**src/design/efdw_pkg.sv**
```systemverilog
// Package of constants, types and decoding for the flag decoder
`default_nettype none
package efdw_pkg;

  // Byte offsets in the configuration image
  localparam logic [7:0] OFS_SIGNATURE  = 8'h00;
  localparam logic [7:0] OFS_FLAGS0     = 8'h09;
  localparam logic [7:0] OFS_WAKE_EN_LO = 8'h1e;
  localparam logic [7:0] OFS_WAKE_EN_HI = 8'h1f;
  localparam logic [7:0] OFS_WAKE_FLAGS = 8'h20;
  localparam logic [7:0] OFS_FLAGS1     = 8'h21;

  // Signature and hardware defaults
  localparam logic [7:0]  SIGNATURE_OK   = 8'ha5;
  localparam logic [7:0]  DEF_FLAGS0     = 8'h1b;
  localparam logic [7:0]  DEF_FLAGS1     = 8'h00;
  localparam logic [7:0]  DEF_WAKE_FLAGS = 8'h00;
  localparam logic [11:0] DEF_WAKE_EN    = 12'h000;

  // Field positions, flags byte 0
  localparam int unsigned F0_POWER = 0;
  localparam int unsigned F0_RWAKE = 1;
  // Field positions, flags byte 1
  localparam int unsigned F1_POL    = 0;
  localparam int unsigned F1_SCOPE  = 1;
  localparam int unsigned F1_LED_LO = 2;
  localparam int unsigned F1_LED_HI = 6;
  localparam int unsigned F1_LED2   = 7;
  localparam int unsigned F1_PIN2   = 4;
  // Field positions, wake flags byte
  localparam int unsigned WK_ADDR  = 0;
  localparam int unsigned WK_PAT   = 1;
  localparam int unsigned WK_SRC   = 2;
  localparam int unsigned WK_PP    = 3;
  localparam int unsigned WK_POL   = 4;
  localparam int unsigned WK_LEN   = 5;
  localparam int unsigned WK_PULSE = 6;
  localparam int unsigned WK_EN    = 7;

  // Timing
  localparam int unsigned CLK_MHZ        = 40;
  localparam int unsigned PULSE_SHORT_US = 1500;
  localparam int unsigned PULSE_LONG_US  = 150000;
  localparam int unsigned PULSE_SHORT_CYC = PULSE_SHORT_US * CLK_MHZ;
  localparam int unsigned PULSE_LONG_CYC  = PULSE_LONG_US * CLK_MHZ;
  localparam int unsigned TMR_W           = 23;

  localparam int unsigned NUM_WAKE_GPIO = 12;

  typedef enum logic [1:0] {
    TMR_IDLE = 2'b00,
    TMR_RUN  = 2'b01
  } efdw_tmr_state_t;

  typedef enum logic [1:0] {
    LD_IDLE = 2'b00,
    LD_BUSY = 2'b01
  } efdw_ld_state_t;

  typedef struct packed {
    logic        remote_wakeup;
    logic        self_powered;
    logic        led2_mode_select;
    logic [4:0]  pin_led_select;
    logic        suspend_indicator_scope;
    logic        suspend_indicator_polarity;
    logic        wake_en;
    logic        wake_pulse;
    logic        wake_long;
    logic        wake_pol;
    logic        wake_push_pull;
    logic        wake_link_src;
    logic        wake_pattern_en;
    logic        wake_addr_en;
    logic [11:0] gpio_wake_en;
  } efdw_cfg_t;

  // Turns raw flag bytes into the decoded setting set
  function automatic efdw_cfg_t decode_cfg(input logic [7:0]  f0,
                                           input logic [7:0]  f1,
                                           input logic [7:0]  wk,
                                           input logic [11:0] en);
    efdw_cfg_t c;
    c = '0;
    c.remote_wakeup  = f0[F0_RWAKE];
    c.self_powered   = f0[F0_POWER];
    c.pin_led_select = f1[F1_LED_HI:F1_LED_LO];
    c.led2_mode_select = f1[F1_LED2] & f1[F1_PIN2];
    c.suspend_indicator_scope    = f1[F1_SCOPE];
    c.suspend_indicator_polarity = f1[F1_POL];
    if (wk[WK_EN]) begin
      c.wake_en         = 1'b1;
      c.wake_pulse      = wk[WK_PULSE];
      c.wake_long       = wk[WK_LEN] & wk[WK_PULSE];
      c.wake_pol        = wk[WK_POL];
      c.wake_push_pull  = wk[WK_PP];
      c.wake_link_src   = wk[WK_SRC];
      c.wake_pattern_en = wk[WK_PAT] & ~wk[WK_SRC];
      c.wake_addr_en    = wk[WK_ADDR] & ~wk[WK_SRC];
      c.gpio_wake_en    = en;
    end
    return c;
  endfunction

  localparam efdw_cfg_t DEF_CFG =
    decode_cfg(DEF_FLAGS0, DEF_FLAGS1, DEF_WAKE_FLAGS, DEF_WAKE_EN);

endpackage
`default_nettype wire

```
**src/design/efdw_decode.sv**
```systemverilog
// Configuration flag decoder with suspend indicator and wake output pin
// Function
// - Flags0 bit1 reports remote wakeup support
// - Flags0 bit0 reports self or bus powered
// - Flags1 bit7 picks LED2 activity-only mode
// - LED2 mode ignored unless pin2 is LED
// - Flags1 bits6:2 make pins 4..0 LEDs
// - Scope bit: deep suspend only, or all three
// - Flags1 bit0 sets suspend indicator polarity
// - Wake bit7 enables wake indication on pin
// - Wake enable clear ignores other wake bits
// - Wake bit6 picks level or single pulse
// - Wake bit5 picks 1.5 ms or 150 ms
// - Wake bit4 sets active sense of wake
// - Wake bit3 picks push-pull or single-sided drive
// - Wake bit2 picks network events or link-up
// - Only enabled gpio pins cause wake
// - Pattern and address enables under network wake
// - Loaded bytes used only with A5 signature
`default_nettype none
module efdw_decode #(
  parameter int unsigned PULSE_SHORT_CYC = efdw_pkg::PULSE_SHORT_CYC,
  parameter int unsigned PULSE_LONG_CYC  = efdw_pkg::PULSE_LONG_CYC,
  parameter int unsigned NUM_GPIO        = efdw_pkg::NUM_WAKE_GPIO
) (
  input  wire logic                clk_sys_in,
  input  wire logic                sys_rst_in,
  input  wire logic                load_byte_valid_in,
  input  wire logic [7:0]          load_addr_in,
  input  wire logic [7:0]          load_data_in,
  input  wire logic                load_done_in,
  input  wire logic                deep_suspend_state_in,
  input  wire logic                light_suspend_state_in,
  input  wire logic                cable_detach_in,
  input  wire logic [NUM_GPIO-1:0] wake_gpio_in,
  input  wire logic                pattern_packet_in,
  input  wire logic                addr_match_in,
  input  wire logic                link_up_in,
  input  wire logic                wake_ack_in,
  output var efdw_pkg::efdw_cfg_t  cfg_out,
  output logic                     eeprom_used_out,
  output logic                     load_busy_out,
  output logic                     suspend_indicator_pin_out,
  output logic                     wake_output_pin_out,
  output logic                     wake_output_pin_oe_n_out
);

  efdw_pkg::efdw_ld_state_t ld_state_ff;
  efdw_pkg::efdw_cfg_t      cfg_ff;
  logic [7:0]               sig_sh_ff;
  logic [7:0]               f0_sh_ff;
  logic [7:0]               f1_sh_ff;
  logic [7:0]               wk_sh_ff;
  logic [11:0]              en_sh_ff;
  logic                     sig_ok;
  logic                     eeprom_used_ff;
  logic [NUM_GPIO-1:0]      gpio_meta_ff;
  logic [NUM_GPIO-1:0]      gpio_sync_ff;
  logic [NUM_GPIO-1:0]      gpio_prev_ff;
  logic [NUM_GPIO-1:0]      gpio_edge;
  logic                     net_evt;
  logic                     src_evt;
  logic                     wake_trig;
  logic                     wake_level_ff;
  logic                     pulse_busy;
  logic                     wake_active;
  logic                     susp_assert;
  logic                     susp_pin_ff;
  logic                     nxt_wake_pin;
  logic                     nxt_wake_oe_n;
  logic                     wake_pin_ff;
  logic                     wake_oe_n_ff;

  // Loader state: busy from first byte to done
  always_ff @(posedge clk_sys_in) begin
    if (sys_rst_in) begin
      ld_state_ff <= efdw_pkg::LD_IDLE;
    end else begin
      case (ld_state_ff)
        efdw_pkg::LD_IDLE: begin
          if (load_byte_valid_in && !load_done_in) begin
            ld_state_ff <= efdw_pkg::LD_BUSY;
          end
        end
        efdw_pkg::LD_BUSY: begin
          if (load_done_in) begin
            ld_state_ff <= efdw_pkg::LD_IDLE;
          end
        end
        default: begin
          ld_state_ff <= efdw_pkg::LD_IDLE;
        end
      endcase
    end
  end

  // Shadow copies of the bytes of interest
  always_ff @(posedge clk_sys_in) begin
    if (sys_rst_in) begin
      sig_sh_ff <= 8'h00;
      f0_sh_ff  <= efdw_pkg::DEF_FLAGS0;
      f1_sh_ff  <= efdw_pkg::DEF_FLAGS1;
      wk_sh_ff  <= efdw_pkg::DEF_WAKE_FLAGS;
      en_sh_ff  <= efdw_pkg::DEF_WAKE_EN;
    end else if (load_byte_valid_in) begin
      if (load_addr_in == efdw_pkg::OFS_SIGNATURE) begin
        sig_sh_ff <= load_data_in;
      end else if (load_addr_in == efdw_pkg::OFS_FLAGS0) begin
        f0_sh_ff <= load_data_in;
      end else if (load_addr_in == efdw_pkg::OFS_WAKE_EN_LO) begin
        en_sh_ff[7:0] <= load_data_in;
      end else if (load_addr_in == efdw_pkg::OFS_WAKE_EN_HI) begin
        en_sh_ff[11:8] <= load_data_in[3:0];
      end else if (load_addr_in == efdw_pkg::OFS_WAKE_FLAGS) begin
        wk_sh_ff <= load_data_in;
      end else if (load_addr_in == efdw_pkg::OFS_FLAGS1) begin
        f1_sh_ff <= load_data_in;
      end
    end
  end

  assign sig_ok = (sig_sh_ff == efdw_pkg::SIGNATURE_OK);

  // Decoded settings, changed only by reset or load completion
  always_ff @(posedge clk_sys_in) begin
    if (sys_rst_in) begin
      cfg_ff         <= efdw_pkg::DEF_CFG;
      eeprom_used_ff <= 1'b0;
    end else if (load_done_in) begin
      eeprom_used_ff <= sig_ok;
      if (sig_ok) begin
        cfg_ff <= efdw_pkg::decode_cfg(f0_sh_ff, f1_sh_ff,
                                       wk_sh_ff, en_sh_ff);
      end else begin
        cfg_ff <= efdw_pkg::DEF_CFG;
      end
    end
  end

  // Suspend indicator select and polarity
  always_comb begin
    if (cfg_ff.suspend_indicator_scope) begin
      susp_assert = deep_suspend_state_in | light_suspend_state_in |
                    cable_detach_in;
    end else begin
      susp_assert = deep_suspend_state_in;
    end
  end

  always_ff @(posedge clk_sys_in) begin
    if (sys_rst_in) begin
      susp_pin_ff <= 1'b1;
    end else begin
      susp_pin_ff <= cfg_ff.suspend_indicator_polarity ?
                     susp_assert : ~susp_assert;
    end
  end

  // Gpio wake pins: two-stage synchroniser then edge detect
  always_ff @(posedge clk_sys_in) begin
    if (sys_rst_in) begin
      gpio_meta_ff <= '0;
      gpio_sync_ff <= '0;
      gpio_prev_ff <= '0;
    end else begin
      gpio_meta_ff <= wake_gpio_in;
      gpio_sync_ff <= gpio_meta_ff;
      gpio_prev_ff <= gpio_sync_ff;
    end
  end

  assign gpio_edge = gpio_sync_ff & ~gpio_prev_ff &
                     cfg_ff.gpio_wake_en[NUM_GPIO-1:0];

  // Wake source selection
  assign net_evt = (pattern_packet_in & cfg_ff.wake_pattern_en) |
                   (addr_match_in & cfg_ff.wake_addr_en);
  assign src_evt = cfg_ff.wake_link_src ? link_up_in : net_evt;
  assign wake_trig = cfg_ff.wake_en & (src_evt | (|gpio_edge));

  // Level mode: held until acknowledged; a new event wins over the ack
  always_ff @(posedge clk_sys_in) begin
    if (sys_rst_in) begin
      wake_level_ff <= 1'b0;
    end else if (wake_trig && !cfg_ff.wake_pulse) begin
      wake_level_ff <= 1'b1;
    end else if (wake_ack_in || !cfg_ff.wake_en) begin
      wake_level_ff <= 1'b0;
    end
  end

  efdw_pulse_timer #(
    .SHORT_CYC (PULSE_SHORT_CYC),
    .LONG_CYC  (PULSE_LONG_CYC),
    .W         (efdw_pkg::TMR_W)
  ) u_pulse (
    .clk_sys_in (clk_sys_in),
    .sys_rst_in (sys_rst_in),
    .start_in   (wake_trig & cfg_ff.wake_pulse),
    .long_in    (cfg_ff.wake_long),
    .busy_out   (pulse_busy)
  );

  assign wake_active = cfg_ff.wake_pulse ? pulse_busy : wake_level_ff;

  // Wake pin driver: value and enable (enable low while driving)
  always_comb begin
    if (!cfg_ff.wake_en) begin
      nxt_wake_pin  = 1'b0;
      nxt_wake_oe_n = 1'b1;
    end else if (cfg_ff.wake_push_pull) begin
      nxt_wake_oe_n = 1'b0;
      nxt_wake_pin  = wake_active ? cfg_ff.wake_pol : ~cfg_ff.wake_pol;
    end else begin
      nxt_wake_oe_n = ~wake_active;
      nxt_wake_pin  = cfg_ff.wake_pol;
    end
  end

  always_ff @(posedge clk_sys_in) begin
    if (sys_rst_in) begin
      wake_pin_ff  <= 1'b0;
      wake_oe_n_ff <= 1'b1;
    end else begin
      wake_pin_ff  <= nxt_wake_pin;
      wake_oe_n_ff <= nxt_wake_oe_n;
    end
  end

  assign cfg_out                   = cfg_ff;
  assign eeprom_used_out           = eeprom_used_ff;
  assign load_busy_out             = (ld_state_ff == efdw_pkg::LD_BUSY);
  assign suspend_indicator_pin_out = susp_pin_ff;
  assign wake_output_pin_out       = wake_pin_ff;
  assign wake_output_pin_oe_n_out  = wake_oe_n_ff;

  logic [23:0] a_len_ff;
  logic        a_long_ff;

  always_ff @(posedge clk_sys_in) begin
    if (sys_rst_in) begin
      a_len_ff  <= 24'h000000;
      a_long_ff <= 1'b0;
    end else if (pulse_busy) begin
      a_len_ff <= a_len_ff + 24'h000001;
    end else begin
      a_len_ff  <= 24'h000000;
      a_long_ff <= cfg_ff.wake_long;
    end
  end
endmodule
`default_nettype wire

```
**src/design/efdw_pulse_timer.sv**
```systemverilog
// Non-retriggerable wake pulse timer
`default_nettype none
module efdw_pulse_timer #(
  parameter int unsigned SHORT_CYC = efdw_pkg::PULSE_SHORT_CYC,
  parameter int unsigned LONG_CYC  = efdw_pkg::PULSE_LONG_CYC,
  parameter int unsigned W         = efdw_pkg::TMR_W
) (
  input  wire logic clk_sys_in,
  input  wire logic sys_rst_in,
  input  wire logic start_in,
  input  wire logic long_in,
  output logic      busy_out
);

  efdw_pkg::efdw_tmr_state_t state_ff;
  logic [W-1:0]              cnt_ff;

  localparam logic [W-1:0] SHORT_LOAD = W'(SHORT_CYC - 1);
  localparam logic [W-1:0] LONG_LOAD  = W'(LONG_CYC - 1);

  // Start only from idle, so a pulse in flight is never stretched
  always_ff @(posedge clk_sys_in) begin
    if (sys_rst_in) begin
      state_ff <= efdw_pkg::TMR_IDLE;
      cnt_ff   <= '0;
    end else begin
      case (state_ff)
        efdw_pkg::TMR_IDLE: begin
          if (start_in) begin
            state_ff <= efdw_pkg::TMR_RUN;
            cnt_ff   <= long_in ? LONG_LOAD : SHORT_LOAD;
          end
        end
        efdw_pkg::TMR_RUN: begin
          if (cnt_ff == '0) begin
            state_ff <= efdw_pkg::TMR_IDLE;
          end else begin
            cnt_ff <= cnt_ff - 1'b1;
          end
        end
        default: begin
          state_ff <= efdw_pkg::TMR_IDLE;
        end
      endcase
    end
  end

  assign busy_out = (state_ff == efdw_pkg::TMR_RUN);

endmodule
`default_nettype wire

```
**config.mk**
```make
export PLATFORM = sky130hd
export DESIGN_NAME = efdw_decode
export DESIGN_NICKNAME = d
export VERILOG_FILES = /design/src/design/efdw_pkg.sv /design/src/design/efdw_decode.sv /design/src/design/efdw_pulse_timer.sv
export SDC_FILE = /design/constraint.sdc
export NUM_CORES = 1
export LEC_CHECK = 0
export ABC_AREA = 1
export ABC_CLOCK_PERIOD_IN_PS = 2450
export BUFFER_PORTS_ARGS = -buffer_cell sky130_fd_sc_hd__buf_2
export CAP_MARGIN = 40
export CORE_ASPECT_RATIO = 2
export CORE_MARGIN = 2
export CORE_UTILIZATION = 35
export CTS_CLUSTER_SIZE = 24
export DETAILED_ROUTE_END_ITERATION = 6
export SLEW_MARGIN = 20
export SYNTH_ARGS = -nofsm -noshare
export SYNTH_HDL_FRONTEND = slang
export SYNTH_SLANG_ARGS = --single-unit
```
**constraint.sdc**
```tcl
create_clock -name clk_sys_in -period 2.45 [get_ports clk_sys_in]
set_clock_uncertainty 0.05 [all_clocks]
set_input_delay 0.1225 -clock clk_sys_in [delete_from_list [all_inputs] [get_ports clk_sys_in]]
set_output_delay 0.1225 -clock clk_sys_in [all_outputs]
set_load 0.01 [all_outputs]
```
Word-level counts from Yosys, hierarchy flattened
Index checks and enable logic that the tools add are counted.
{"block": "totals", "register_bits": 136, "latch_bits": 0, "mem_bits_rw": 0, "romBits": 0, "input_bits": 39, "out_inout_bits": 35, "elab_cells": 115, "memories": 0}
{"block": "op_classes", "addsub": 1, "mul": 0, "div": 0, "magnitude_cmp": 0, "n_eq_ne": 13, "shift": 0, "n_mux": 21, "bitwise": 25, "n_reduce_logical": 23}
{"operator": "23-bit two-way mux", "n": 3}
{"operator": "23-bit case mux with 2 select lines", "n": 1}
{"operator": "30-bit two-way mux", "n": 1}
{"operator": "12-bit AND", "n": 2}
{"operator": "23-bit logical NOT", "n": 1}
{"operator": "23-bit by 1-bit subtractor with 23-bit output (second input constant)", "n": 1}
{"operator": "20-bit two-way mux", "n": 1}
{"operator": "8-bit by 5-bit == test with 1-bit output (second input constant)", "n": 2}
{"operator": "8-bit by 6-bit == test with 1-bit output (second input constant)", "n": 2}
{"operator": "12-bit NOT", "n": 1}
{"operator": "12-bit OR reduction", "n": 1}
{"operator": "1-bit NOT", "n": 10}
{"operator": "1-bit two-way mux", "n": 9}
{"operator": "1-bit AND", "n": 8}
{"operator": "8-bit by 4-bit == test with 1-bit output (second input constant)", "n": 1}
{"operator": "8-bit == test (second input constant)", "n": 1}
{"operator": "8-bit logical NOT", "n": 1}
{"operator": "2-bit two-way mux", "n": 4}
{"operator": "2-bit case mux with 2 select lines", "n": 2}
{"operator": "7-bit AND reduction", "n": 1}
{"operator": "2-bit inequality test (second input constant)", "n": 3}
{"operator": "2-bit AND reduction", "n": 3}
{"operator": "3-bit AND reduction", "n": 2}
{"operator": "6-bit AND reduction", "n": 1}
{"operator": "other kinds (11)", "n": 21}

Longest topological paths before layout
{"block": "depth", "depth_word": 9, "mapped_depth": 13, "depth_no_buf": 12}

Cells and area by module
Synthesis repeated with hierarchy kept, for this count alone.
{"block": "unflattened", "cells_unflattened": 752, "area_unflattened_um2": 5579.1}
{"module": "efdw_decode", "instances": 1, "cells_per_inst": 484, "area_per_inst_um2": 3990.1, "seq_area_each_um2": 2202.1}
{"module": "efdw_pulse_timer", "instances": 1, "cells_per_inst": 268, "area_per_inst_um2": 1589.0, "seq_area_each_um2": 480.5}

Worst setup path after synthesis
OpenSTA, ideal clock, no wires.
{"block": "synth_timing", "path_type": "register to register", "startpoint": "register u_pulse.cnt_ff[0]", "endpoint": "register u_pulse.cnt_ff[2]", "setup_time_ps": 114, "t_arrival_ps": 1469, "t_required_ps": 2286, "slack_ps": 817, "stages_incl_launch_ff": 13, "n_path_buf": 1, "synth_period_minus_slack_ps": 1633, "cell_sequence": "dfxtp_1 -> inv_1 -> ha_1 -> nand2_2 -> nor2_4 -> nand3_4 -> nor2_2 -> nand2_2 -> nand2_4 -> nand2_4 -> buf_6 -> o21bai_1 -> inv_1"}
{"block": "synth_between", "elab_chain_len": 3, "word_cells_on_any_way": 6, "cone_classes": "add/sub: 1; eq/ne: 1; mux: 2; reduce/logical: 2"}
{"element": "from (decl)", "line": "efdw_pulse_timer.sv:16", "source": "logic [W-1:0] cnt_ff;"}
{"element": "from (signal assigned)", "line": "efdw_pulse_timer.sv:31", "source": "cnt_ff <= long_in ? LONG_LOAD : SHORT_LOAD;"}
{"element": "from (signal assigned)", "line": "efdw_pulse_timer.sv:38", "source": "cnt_ff <= cnt_ff - 1'b1;"}
{"element": "23-bit by 1-bit subtractor with 23-bit output / 23-bit logical NOT (equally long branches)", "line": "efdw_pulse_timer.sv:38, efdw_pulse_timer.sv:35"}
{"element": "23-bit two-way mux / 2-bit inequality test (equally long branches)"}
{"element": "23-bit case mux with 2 select lines / 3-bit AND reduction (equally long branches)"}
Parallel ways exist; a longest one is shown, timed or not. The select of a mux whose other input is x is not followed.
A chain may end at the register's enable or synchronous reset.

Final worst setup path
{"block": "layout_timing", "startpoint": "register u_pulse.cnt_ff[0]", "endpoint": "register u_pulse.cnt_ff[5]"}
Same word-level chain as after synthesis.

==> flow_summary.json <==
{
  "run_status": "finished, final reports clean",
  "yosysMostFrequentCell": "nor2_1",
  "final-hold-violation-count": 0,
  "synth_top_area_cell": "dfxtp_1",
  "tritoncts.num_buffers": 17,
  "net_sw_share_pct": 20.87,
  "final.period_utilization_pct": 80.22,
  "postSynth.topFlopCell": "dfxtp_1",
  "yosys_warnings": 0,
  "hold_class": "input pin to flip-flop",
  "placeableCoreArea_um2": 15700,
  "routed_wirelength_um": 14530,
  "synth_seq_cells": 134,
  "clock-sinks": 134,
  "maximum_number_of_pins_on_one_net_before_global_route_repair": 54,
  "first_pass_grt_wire_length_um": 23940,
  "critPathRequiredTime_ns": 2.76,
  "timing.hold.worst_endpoint": "u_pulse.state_ff[0]",
  "clkTransAtPathRegs_ns": 0.06,
  "sequential_cell_area_fraction_in_the_yosys_report_pct": 48.16,
  "drive_above_1_share_pct": 15.01,
  "row_count": 65,
  "antenna_found_initial": 0,
  "ir_drop_mv": 0.5810,
  "whs_path_depth": 2,
  "wl_per_cell_um": 13.36,
  "first_global_vias": 5015,
  "placedCellCount": 1031,
  "worst_path_maximum_fanout": 21,
  "dr.first_iter.drc_count": 155,
  "hold_start": "sys_rst_in",
  "dp_hpwl_um": 10870,
  "synth.avg_cell_area_um2": 7.160,
  "switchingPower_w": 0.001044,
  "power.density_cell_area_nw_per_um2": 720.3,
  "io_buffers": 73,
  "tightest_slew_ns": 0.6441,
  "rsz0062_at_grt": "no",
  "worst_r2r_path_depth": 12,
  "drc": 0,
  "detailed_router_iteration_count_before_antenna_repair": 4,
  "max_clock_freq_ghz": 0.5088,
  "cts_setup_buffers": 0,
  "clk-insertion-delay-late_ns": 0.42,
  "number_of_cells_produced_by_synthesis": 778,
  "mappedNetlistArea_um2": 5570,
  "critPathLaunchType": "flip-flop",
  "initial_core_util_pct": 35.49,
  "finalWorstSetupSlack_ns": 0.4845,
  "reg2reg_setup_slack_ns": 0.48,
  "reg2reg_to": "u_pulse.cnt_ff[5]",
  "post_drt_via_cell_ratio": 4.604,
  "pwr-share-seq_pct": 44.3,
  "netlist.area_leader.share_pct": 48.16,
  "worst_r2r_src": "u_pulse.cnt_ff[0]",
  "netlist_top_cells_count": "137 x nor2_1, 134 x dfxtp_1, 131 x inv_1, 125 x nand2_1, 60 x nand3_1",
  "post-place-ws_ns": 0.4991,
  "num-nets-final": 913,
  "postSynthNetCount": 818,
  "number_of_enable_type_register_cells_in_the_synthesized_netlist": 0,
  "io-pin-count": 74,
  "setup.worst_path.class": "flip-flop to flip-flop",
  "n_antenna_cell": 0,
  "grt_usage_pct": 18.50,
  "chipWidth_um": 93.21,
  "ctsResizeCount": 0,
  "cts.path.max_buffers": 2,
  "final.min_clock_period_ns": 1.965,
  "flow.area_growth_from_synthesis_pct": 24.73,
  "cp.arrival_ns": 2.27,
  "timing.setup.tns_ns": 0,
  "maxCapViolCount": 0,
  "final-max-slew-violation-count": 0,
  "pwr-share-clk_pct": 52.4,
  "tritoncts": "built",
  "total_die_area_um2": 17000,
  "finalSetupViolations": 0,
  "cts.htree.levels": 4,
  "comb_power_share_pct": 3.4,
  "synth.distinct_cells": 33,
  "drt.antenna.violating_nets": 0,
  "clockRootBuffer": "clkbuf_16",
  "overflow": 0,
  "finalWeightedCongestion": 0.9181,
  "netlist_top_cells_area": "dfxtp_1 48%, nor2_1 9.2%, inv_1 8.8%",
  "dr_total_vias": 5005,
  "power_report.internal_total_w": 0.003960,
  "post_layout_nonfiller_instances": 1087,
  "p_leak_nw": 3.227,
  "critical_path.endpoint_type": "flip-flop",
  "asyncSetResetFlopFracSynth_pct": 0,
  "dieHeight_um": 182.4,
  "timing.slew.headroom_pct": 56.83
}
cell usage in the layout (no fill, tap or decap), types with 2 or more instances in the layout:
cell,instances
nand2_1,125
nand3b_1,5
nor3_1,8
nor2_2,7
clkbuf_16,17
nand2_2,3
inv_1,131
o22ai_1,10
clkinv_4,3
clkbuf_8,3
nor4_1,6
a211oi_1,4
nand2_4,2
o211ai_1,2
nor2_4,3
bufinv_16,3
buf_4,9
clkinv_2,2
o21bai_1,2
inv_2,3
o21ai_0,52
nand3_1,60
clkinvlp_4,3
a21oi_1,40
o21ai_1,3
xor2_1,4
buf_2,73
dfxtp_1,134
dlygate4sd3_1,24
nor2_1,137
power by group through the flow:
stage	registers, W	logic (W)	clock network (W)
after detailed placement	0.00226	0.000141	0
after global placement	0.00226	0.000139	0
after CTS	0.00222	0.000170	0.00268
final	0.00222	0.000169	0.00262
after floorplan	0.00226	0.0000743	0
after global routing	0.00222	0.000191	0.00278
routing by layer:
metal,track usage [%],share of wire (%),vias up
li1,-,-,2623
met1,17.08,35,2229
met2,34.93,57,111
met3,4.088,3.1,42
met4,12.47,5.5,0
met5,0,0,-
sequential cells by signal, summed over array words and instances (netlist names), 2 cells and up:
register / flops
f1_sh_ff: 8
wk_sh_ff: 8
gpio_prev_ff: 12
f0_sh_ff: 2
sig_sh_ff: 8
u_pulse.cnt_ff: 23
gpio_meta_ff: 12
cfg_out: 30
gpio_sync_ff: 12
en_sh_ff: 12
metrics by stage:
| stage | utilization (%) | power, W | hold WS, ns | cell area, µm² |
|---|---|---|---|---|
| after floorplan | - | 0.002335 | 0.1795 | 5570 |
| after global placement | 38.79 | 0.002402 | 0.2738 | 6088 |
| after detailed placement | 38.79 | 0.002404 | 0.2814 | 6088 |
| after CTS | 44.26 | 0.005069 | 0.02932 | 6948 |
| after global routing | 44.26 | 0.005186 | 0.04229 | 6948 |
| final | 44.26 | 0.005004 | 0.04816 | 6948 |
worst max path at each step:
stage | start | endpoint | cells after the start
after CTS | u_pulse.cnt_ff[0] | u_pulse.cnt_ff[5] | 12
after global placement | u_pulse.cnt_ff[0] | u_pulse.cnt_ff[5] | 12
after global routing | u_pulse.cnt_ff[0] | u_pulse.cnt_ff[5] | 12
after detailed placement | u_pulse.cnt_ff[0] | u_pulse.cnt_ff[17] | 12
after floorplan | u_pulse.cnt_ff[0] | u_pulse.cnt_ff[2] | 12
final | u_pulse.cnt_ff[0] | u_pulse.cnt_ff[5] | 12
cell type report:
type | count | area, µm²
clock buffers | 21 | 470.5
clock inverters | 11 | 148.9
fillers | 1627 | 8748
inverters | 134 | 503.0
multi-input cells | 480 | 2218
flip-flops and latches | 134 | 2683
well taps | 201 | 251.5
repair buffers | 106 | 673.1
worst max-delay path, stage by stage, from the launching register on:
cell	delay, ns
dfxtp_1	0.31
inv_1	0.09
ha_1	0.20
nand2_2	0.10
nor2_4	0.11
nand3_4	0.10
nor2_2	0.15
nand2_2	0.09
nand2_4	0.15
nand2_4	0.17
inv_2	0.22
nor2_1	0.06
nor2_1	0.09
logic make-up after synthesis:
logic type	count (synthesis)	synth area share, %
compound gates	114	10.85
xor+xnor	5	0.7861
fa+ha+maj	1	0.2246
buf+inv	164	12.02
flops	134	48.16
simple gates	360	27.97
what timing repair did:
item	in CTS	in global routing
endpoints found under the hold margin	33	0
setup endpoints to repair	0	0
hold buffers	24	0
Power figures use the tool's default switching activity.
